$ cat config.mk
export PLATFORM = sky130hd
export DESIGN_NAME = pwmlc_top
export DESIGN_NICKNAME = d
export VERILOG_FILES = /design/src/rtl/pwmlc_pkg.sv /design/src/rtl/pwmlc_apb_slave.sv /design/src/rtl/pwmlc_counter.sv /design/src/rtl/pwmlc_top.sv
export SDC_FILE = /design/constraint.sdc
export NUM_CORES = 1
export LEC_CHECK = 0
export BUFFER_PORTS_ARGS = -buffer_cell sky130_fd_sc_hd__buf_2
export CAP_MARGIN = 25
export CORE_ASPECT_RATIO = 0.9
export CORE_MARGIN = 2
export CORE_UTILIZATION = 41
export CTS_CLUSTER_SIZE = 40
export DETAILED_ROUTE_END_ITERATION = 8
export SLEW_MARGIN = 10
export SYNTH_ARGS = -nofsm -noshare
export SYNTH_HDL_FRONTEND = slang
export SYNTH_SLANG_ARGS = --single-unit
$ cat constraint.sdc
create_clock -name pclk -period 3.7 [get_ports pclk]
set_input_delay 0.555 -clock pclk [delete_from_list [all_inputs] [get_ports pclk]]
set_output_delay 0.555 -clock pclk [all_outputs]
set_load 0.1 [all_outputs]
$ cat src/rtl/pwmlc_pkg.sv
/*
 * Shared constants and carrier types for the left-aligned PWM channel.
 * Assumes a 32-bit APB register bus and a single pclk domain.
 */
package pwmlc_pkg;

	// ----------------------------------------------------------------
	// Register offsets (byte addresses)
	// ----------------------------------------------------------------
	localparam logic [11:0] PWMLC_OFF_CTRL   = 12'h000;
	localparam logic [11:0] PWMLC_OFF_PERIOD = 12'h004;
	localparam logic [11:0] PWMLC_OFF_DUTY   = 12'h008;
	localparam logic [11:0] PWMLC_OFF_COUNT  = 12'h00c;
	localparam logic [11:0] PWMLC_OFF_STATUS = 12'h010;

	// ----------------------------------------------------------------
	// Field positions in the control register
	// ----------------------------------------------------------------
	localparam int PWMLC_BIT_RUN    = 0;
	localparam int PWMLC_BIT_POL    = 1;
	localparam int PWMLC_BIT_CENTER = 2;

	// ----------------------------------------------------------------
	// Reset values
	// ----------------------------------------------------------------
	localparam logic [7:0] PWMLC_RST_PERIOD = 8'hff;
	localparam logic [7:0] PWMLC_RST_DUTY   = 8'hff;
	localparam logic [7:0] PWMLC_RST_COUNT  = 8'h00;

	// ----------------------------------------------------------------
	// Carrier types
	// ----------------------------------------------------------------
	typedef struct packed {
		logic       run;
		logic       pol;
		logic       center;
	} pwmlc_ctrl_t;

	typedef struct packed {
		logic       wr;
		logic [7:0] data;
	} pwmlc_wr_t;

endpackage

$ cat src/rtl/pwmlc_apb_slave.sv
/*
 * APB slave of the PWM channel: decodes addresses, holds the control and
 * buffered compare registers, and returns read data from a register.
 * Assumes the counter state is supplied by the channel core on pclk.
 */
`timescale 1ns/1ps
`default_nettype none
module pwmlc_apb_slave (
	// Clock and reset
	input  wire logic                 pclk,
	input  wire logic                 presetn,
	// APB
	input  wire logic                 psel,
	input  wire logic                 penable,
	input  wire logic                 pwrite,
	input  wire logic [11:0]          paddr,
	input  wire logic [31:0]          pwdata,
	output var  logic [31:0]          prdata,
	output var  logic                 pslverr,
	// Core side
	output var  pwmlc_pkg::pwmlc_ctrl_t ctrl,
	output var  logic [7:0]           period_buf,
	output var  logic [7:0]           duty_buf,
	output var  logic                 count_wr,
	input  wire logic [7:0]           count_val,
	input  wire logic [7:0]           period_act,
	input  wire logic [7:0]           duty_act,
	input  wire logic                 out_level
);
	import pwmlc_pkg::*;

	pwmlc_ctrl_t ctrl_ff, nxt_ctrl;
	logic [7:0]  per_ff, nxt_per;
	logic [7:0]  duty_ff, nxt_duty;
	logic [31:0] rdata_ff, nxt_rdata;
	logic        err_ff, nxt_err;
	logic        cwr_ff, nxt_cwr;
	logic        access;

	function automatic logic mapped(input logic [11:0] a);
		mapped = (a == PWMLC_OFF_CTRL) || (a == PWMLC_OFF_PERIOD) ||
		         (a == PWMLC_OFF_DUTY) || (a == PWMLC_OFF_COUNT) ||
		         (a == PWMLC_OFF_STATUS);
	endfunction

	// ----------------------------------------------------------------
	// Register decode
	// ----------------------------------------------------------------
	// Every access completes in its first access cycle; pready is driven high outside from the first clock after reset.
	always_comb begin
		access    = psel & penable;
		nxt_ctrl  = ctrl_ff;
		nxt_per   = per_ff;
		nxt_duty  = duty_ff;
		nxt_cwr   = 1'b0;
		nxt_rdata = rdata_ff;
		nxt_err   = 1'b0;
		if (psel & ~penable) begin
			nxt_err   = ~mapped(paddr);
			nxt_rdata = 32'h0000_0000;
			if (~pwrite) begin
				unique case (paddr)
					PWMLC_OFF_CTRL:   nxt_rdata = {29'h0, ctrl_ff};
					PWMLC_OFF_PERIOD: nxt_rdata = {24'h0, per_ff};
					PWMLC_OFF_DUTY:   nxt_rdata = {24'h0, duty_ff};
					PWMLC_OFF_COUNT:  nxt_rdata = {24'h0, count_val};
					PWMLC_OFF_STATUS: nxt_rdata = {15'h0, out_level, period_act, duty_act};
					default:          nxt_rdata = 32'h0000_0000;
				endcase
			end
		end
		if (access & pwrite) begin
			unique case (paddr)
				PWMLC_OFF_CTRL: begin
					nxt_ctrl.run    = pwdata[PWMLC_BIT_RUN];
					nxt_ctrl.pol    = pwdata[PWMLC_BIT_POL];
					nxt_ctrl.center = pwdata[PWMLC_BIT_CENTER];
				end
				PWMLC_OFF_PERIOD: nxt_per  = pwdata[7:0];
				PWMLC_OFF_DUTY:   nxt_duty = pwdata[7:0];
				PWMLC_OFF_COUNT:  nxt_cwr  = 1'b1;
				default:          nxt_cwr  = 1'b0;
			endcase
		end
	end

	always_ff @(posedge pclk or negedge presetn) begin
		if (!presetn) begin
			ctrl_ff  <= '0;
			per_ff   <= PWMLC_RST_PERIOD;
			duty_ff  <= PWMLC_RST_DUTY;
			cwr_ff   <= 1'b0;
			rdata_ff <= 32'h0000_0000;
			err_ff   <= 1'b0;
		end else begin
			ctrl_ff  <= nxt_ctrl;
			per_ff   <= nxt_per;
			duty_ff  <= nxt_duty;
			cwr_ff   <= nxt_cwr;
			rdata_ff <= nxt_rdata;
			err_ff   <= nxt_err;
		end
	end

	assign ctrl       = ctrl_ff;
	assign period_buf = per_ff;
	assign duty_buf   = duty_ff;
	assign count_wr   = cwr_ff;
	assign prdata     = rdata_ff;
	assign pslverr    = err_ff;

endmodule
`default_nettype wire

$ cat src/rtl/pwmlc_counter.sv
/*
 * Eight-bit up counter with period match, enable hold and clear.
 * Assumes all controls arrive synchronous to pclk.
 */
`timescale 1ns/1ps
`default_nettype none
module pwmlc_counter #(
	parameter int WIDTH = 8
) (
	// Clock and reset
	input  wire logic             pclk,
	input  wire logic             presetn,
	// Control
	input  wire logic             run,
	input  wire logic             clear,
	input  wire logic [WIDTH-1:0] period,
	// State
	output var  logic [WIDTH-1:0] count,
	output var  logic             period_hit
);
	import pwmlc_pkg::*;

	logic [WIDTH-1:0] cnt_ff, nxt_cnt;
	logic             hit;

	// ----------------------------------------------------------------
	// Counting
	// ----------------------------------------------------------------
	// Matching count+1 to period ends the cycle at period-1, so period 0 or 1 both hold at zero.
	always_comb begin
		hit     = run & ((cnt_ff + WIDTH'(1)) >= period);
		nxt_cnt = cnt_ff;
		if (clear) begin
			nxt_cnt = '0;
		end else if (run) begin
			if (hit) begin
				nxt_cnt = '0;
			end else begin
				nxt_cnt = cnt_ff + WIDTH'(1);
			end
		end
	end

	always_ff @(posedge pclk or negedge presetn) begin
		if (!presetn) begin
			cnt_ff <= '0;
		end else begin
			cnt_ff <= nxt_cnt;
		end
	end

	assign count      = cnt_ff;
	assign period_hit = hit & ~clear;

endmodule
`default_nettype wire

$ cat src/rtl/pwmlc_top.sv
/*
 * Left-aligned PWM channel: APB register set, up counter, duty and period
 * compare with double buffering, and the output flip-flop driving the pin.
 * Assumes a single pclk domain; the output pin drives an external load.
 */
//
// Behaviour
// - With the centre-align bit clear the channel produces a left-aligned waveform.
// - The left-aligned counter is eight bits wide and counts only upward.
// - When running left-aligned, a match of count and active duty toggles the output flip-flop unless a period match or counter write falls in the same cycle.
// - A period match clears the counter, sets the output by polarity and loads the buffered duty and period.
// - The counter runs from zero to one below the active period and then wraps.
// - Any write to the counter clears it, reloads duty and period, and sets output by polarity.
// - Clearing the run bit halts the counter, which resumes from its held value when set.
// - Reading the counter never disturbs the count or the channel.
`timescale 1ns/1ps
`default_nettype none
module pwmlc_top #(
	parameter int WIDTH = 8
) (
	// Clock and reset
	input  wire logic        pclk,
	input  wire logic        presetn,
	// APB
	input  wire logic        psel,
	input  wire logic        penable,
	input  wire logic        pwrite,
	input  wire logic [11:0] paddr,
	input  wire logic [31:0] pwdata,
	output var  logic [31:0] prdata,
	output var  logic        pready,
	output var  logic        pslverr,
	// PWM pin
	output var  logic        pwm_out
);
	import pwmlc_pkg::*;

	pwmlc_ctrl_t ctrl;
	logic [7:0]  period_buf, duty_buf, count;
	logic        count_wr, period_hit;
	logic [7:0]  per_act_ff, nxt_per_act;
	logic [7:0]  duty_act_ff, nxt_duty_act;
	logic        out_ff, nxt_out;
	logic        left_mode;

	// ----------------------------------------------------------------
	// Register bus
	// ----------------------------------------------------------------
	pwmlc_apb_slave u_apb (
		.pclk       (pclk),
		.presetn    (presetn),
		.psel       (psel),
		.penable    (penable),
		.pwrite     (pwrite),
		.paddr      (paddr),
		.pwdata     (pwdata),
		.prdata     (prdata),
		.pslverr    (pslverr),
		.ctrl       (ctrl),
		.period_buf (period_buf),
		.duty_buf   (duty_buf),
		.count_wr   (count_wr),
		.count_val  (count),
		.period_act (per_act_ff),
		.duty_act   (duty_act_ff),
		.out_level  (out_ff)
	);

	// Zero wait states keep the bus simple; every access is answered at once.
	always_ff @(posedge pclk or negedge presetn) begin
		if (!presetn) begin
			pready <= 1'b0;
		end else begin
			pready <= 1'b1;
		end
	end

	// ----------------------------------------------------------------
	// Counter
	// ----------------------------------------------------------------
	pwmlc_counter #(.WIDTH(WIDTH)) u_cnt (
		.pclk       (pclk),
		.presetn    (presetn),
		.run        (ctrl.run & left_mode),
		.clear      (count_wr),
		.period     (per_act_ff),
		.count      (count),
		.period_hit (period_hit)
	);

	// ----------------------------------------------------------------
	// Compare and output
	// ----------------------------------------------------------------
	// Centre mode is not built here; with the select set the channel holds still.
	always_comb begin
		left_mode    = ~ctrl.center;
		nxt_per_act  = per_act_ff;
		nxt_duty_act = duty_act_ff;
		nxt_out      = out_ff;
		if (count_wr || period_hit) begin
			nxt_per_act  = period_buf;
			nxt_duty_act = duty_buf;
			nxt_out      = ctrl.pol;
		end else if (ctrl.run && left_mode && (count == duty_act_ff)) begin
			nxt_out = ~out_ff;
		end
	end

	always_ff @(posedge pclk or negedge presetn) begin
		if (!presetn) begin
			per_act_ff  <= PWMLC_RST_PERIOD;
			duty_act_ff <= PWMLC_RST_DUTY;
			out_ff      <= 1'b0;
			pwm_out     <= 1'b0;
		end else begin
			per_act_ff  <= nxt_per_act;
			duty_act_ff <= nxt_duty_act;
			out_ff      <= nxt_out;
			pwm_out     <= nxt_out;
		end
	end

endmodule
`default_nettype wire

==> impl_metrics.json <==
{
  "crit_buf_inv": 1,
  "finalInstanceArea_um2": 3734,
  "ctsHtreeMaxLevel": 3,
  "gp_congestion": 0.8074,
  "postCtsSetupRepairBufs": 0,
  "worst-endpoint-required_ps": 3920,
  "maximum_number_of_pins_on_one_net_before_global_route_repair": 46,
  "path_depth": 10,
  "chipHeight_um": 89.14,
  "final_net_count": 383,
  "timing.final.max_slew_violations": 0,
  "crit_path_frequent_cell": "sky130_fd_sc_hd__ha_1",
  "post-layout-total-power_w": 0.001350,
  "worstRegToRegCells": 10,
  "worst_skew_pair.late_latency_ps": 330,
  "place.detailed.hpwl_um": 5091,
  "number_of_synthesized_flops_with_an_enable_pin": 0,
  "hp-class": "in -> async",
  "ys_types": 42,
  "syn_avg_cell_area_um2": 11.88,
  "cp-end-kind": "flop",
  "fp.dieW_um": 98.60,
  "crit_family": "simple AND/OR/NAND/NOR gates",
  "critical-path-slowest-cell": "sky130_fd_sc_hd__dfrtp_1",
  "ys_ff_latch": 64,
  "timing.final.crit_share_pct": 85.06,
  "ctsRootBufferMaster": "sky130_fd_sc_hd__clkbuf_8",
  "rsz0062_at_grt": "false",
  "path_class": "reg -> reg",
  "dieArea_um2": 8788,
  "grt_pass1_vias": 2219,
  "io-pin-count": 84,
  "postRouteAntennaNets": 0,
  "tritoncts.num_buffers": 9,
  "placedInstanceArea_um2": 3567,
  "drive_above_1_share_pct": 41.03,
  "powerDensity_nw_per_um2": 361.6,
  "post_cts_resize_count": 0,
  "avgViaCountPerCell": 5.201,
  "cap_viol_max_count": 0,
  "count_of_hold_buffers_inserted_by_post_cts_repair": 0,
  "run_status": "finished clean",
  "synth.top_cell.area_share_pct": 25.46,
  "yosys_warnings": 0,
  "number_of_antenna_violations_at_the_first_check_in_global_routing": 0,
  "ctsLongestPathBuffers": 2,
  "clk_transition_reported_paths_ps": 70,
  "report.final.setup_viol": 0,
  "placement_rows": 31,
  "grt_pass1_wl_um": 11390,
  "postSynth.asyncResetShare_pct": 100.0,
  "start_kind": "flop",
  "share_of_synthesized_area_occupied_by_flip_flops_and_latches_pct": 49.72,
  "crit_path_max_incr_delay_ps": 500,
  "drt-total-wl_um": 6820,
  "grt_overflow_total": 0,
  "finalWorstPathRequiredPeriod_ps": 3147,
  "netlist_instances": 278,
  "floorplan.core_area_um2": 7913,
  "yosys_most_used_dff": "sky130_fd_sc_hd__dfstp_2",
  "leakage_power_total_nw": 1.749,
  "crit_path_cell_trace": "ha_1 > nand3_1 > nor2_1 > xor2_1 > ha_1 > nand4_1 > o31a_1 > nor2_2 > buf_4 > mux2_2",
  "ys_top_cells_by_area": "sky130_fd_sc_hd__dfstp_2 25%, sky130_fd_sc_hd__dfrtp_1 24%, sky130_fd_sc_hd__mux2_2 10%",
  "crit_fanout": 9,
  "finalHoldViolCount": 0,
  "worst_slew_pin_slew_ps": 906.8,
  "route.detailed.wl_per_inst_um": 15.93,
  "vdd_drop_max_uv": 191.9,
  "worst_clock_skew_ps": 8.938,
  "synth_top_cell_by_area": "sky130_fd_sc_hd__dfstp_2",
  "route.detailed.drc": 0,
  "number_of_diodes": 0,
  "finalSetupTns_ps": 0,
  "tritoncts": "yes",
  "clkSinkCount": 64,
  "grt_use_total_pct": 16.93,
  "detailedRoute.firstPassIterationCount": 4,
  "final.hold.worst_slack_ps": 168.3,
  "drt_iter0_drc": 66,
  "vias": 2226,
  "initial_core_util_pct": 41.73,
  "netlist_area_um2": 3302,
  "fmaxAchievable_ghz": 0.3177,
  "port_buffers": 44,
  "flow.area_growth_from_synthesis_pct": 13.07,
  "crit_path_arrival_time_ps": 3370,
  "slew-limit-headroom_pct": 39.42
}
[cells by family (layout without fill, tap and decap cells)]
| family | count (synthesis) | count (layout) | share of synthesized area, % |
|---|---|---|---|
| buf+inv | 35 | 72 | 6.025 |
| other cells | 2 | 16 | 0.2274 |
| mux | 46 | 46 | 16.29 |
| flops | 64 | 64 | 49.72 |
| xor+xnor | 15 | 15 | 3.979 |
| simple gates | 62 | 62 | 10.16 |
| fa+ha+maj | 9 | 9 | 3.410 |
| compound gates | 45 | 45 | 10.19 |
[flip-flops by register name, indices dropped and copies added, names as in the netlist]
register	count
per_act_ff	8
u_apb.ctrl	3
duty_act_ff	8
u_apb.period_buf	8
u_cnt.count	8
u_apb.duty_buf	8
u_apb.count_wr	1
pready	1
u_apb.prdata	17
out_ff	1
u_apb.pslverr	1
[metal layers]
metal | GRT usage (%) | wire (um) | up-vias
met2 | 26.35 | 3041 | 62
li1 | - | - | 1066
met3 | 4.691 | 280 | 14
met1 | 23.22 | 3362 | 1084
met5 | 0 | 0 | -
met4 | 5.604 | 135 | 0
[area by class of cell]
cell class,count,area (um^2)
Fill cell,739,4179
Sequential cell,64,1642
Multi-Input combinational cell,193,1514
Timing Repair Buffer,49,257.7
Clock buffer,15,166.4
Tap cell,99,123.9
Inverter,8,30.03
[through the flow]
| step | cells | setup slack (ps) | util [%] |
|---|---|---|---|
| detailed placement | 413 | 531.3 | 45.08 |
| floorplan | 292 | 943.8 | - |
| CTS | 428 | 516.3 | 47.19 |
| global placement | 413 | 563.0 | 45.08 |
| global route | 428 | 327.6 | 47.19 |
| finish | 428 | 552.8 | 47.19 |
[worst reg2reg max path, delay by kind of cell, from the launching register on]
kind                     cells  cell delay, ps
AO/OA/AOI/OAI                1             420
XOR/XNOR                     1             100
adder cells (fa/ha/maj)      2             560
buffers and inverters        1             280
flip-flops                   1             500
multiplexers                 1             340
AND/OR/NAND/NOR              4             800
[cell usage in the layout, fill, tap and decap left out, drive strengths merged, types with 4 or more instances in the layout]
| cell type | n |
|---|---|
| nand3 | 6 |
| a32o | 7 |
| ha | 9 |
| nor2 | 11 |
| a22o | 9 |
| xor2 | 10 |
| dfrtp | 32 |
| conb | 16 |
| dfstp | 32 |
| mux2i | 8 |
| nand2b | 4 |
| buf | 49 |
| a22oi | 5 |
| clkbuf | 15 |
| o21ai | 14 |
| nor4 | 5 |
| mux2 | 38 |
| inv | 8 |
| xnor2 | 5 |
| nand2 | 20 |
| or3 | 4 |
[path summary, 6_finish.rpt]
| check | startpoint | endpoint | slack, ps |
|---|---|---|---|
| max | u_cnt.count[0] | out_ff | 550 |
| min | presetn | u_apb.prdata[1] | 170 |
| max reg2reg | u_cnt.count[0] | out_ff | 550 |
| min reg2reg | u_apb.prdata[5] | u_apb.prdata[5] | 480 |
| max in group asynchronous | presetn | u_apb.period_buf[3] | 2610 |
| min in group pclk | u_apb.prdata[5] | u_apb.prdata[5] | 480 |
[synth_stat cells (7+ instances only)]
| master | n |
|---|---|
| sky130_fd_sc_hd__a32o_1 | 7 |
| sky130_fd_sc_hd__o21ai_0 | 14 |
| sky130_fd_sc_hd__mux2_2 | 30 |
| sky130_fd_sc_hd__inv_1 | 8 |
| sky130_fd_sc_hd__nor2_1 | 10 |
| sky130_fd_sc_hd__dfstp_2 | 32 |
| sky130_fd_sc_hd__mux2i_1 | 8 |
| sky130_fd_sc_hd__buf_4 | 15 |
| sky130_fd_sc_hd__nand2_1 | 20 |
| sky130_fd_sc_hd__ha_1 | 9 |
| sky130_fd_sc_hd__xor2_1 | 10 |
| sky130_fd_sc_hd__a22o_1 | 9 |
| sky130_fd_sc_hd__dfrtp_1 | 32 |
| sky130_fd_sc_hd__mux2_4 | 8 |
[power breakdown]
group	total [W]	switching [W]	internal [W]
Sequential	0.000705	0.000000982	0.000704
Clock	0.000517	0.000240	0.000278
Combinational	0.000128	0.000111	0.0000175
Total	0.00135	0.000351	0.000999
(Power assumes the default switching activity.)
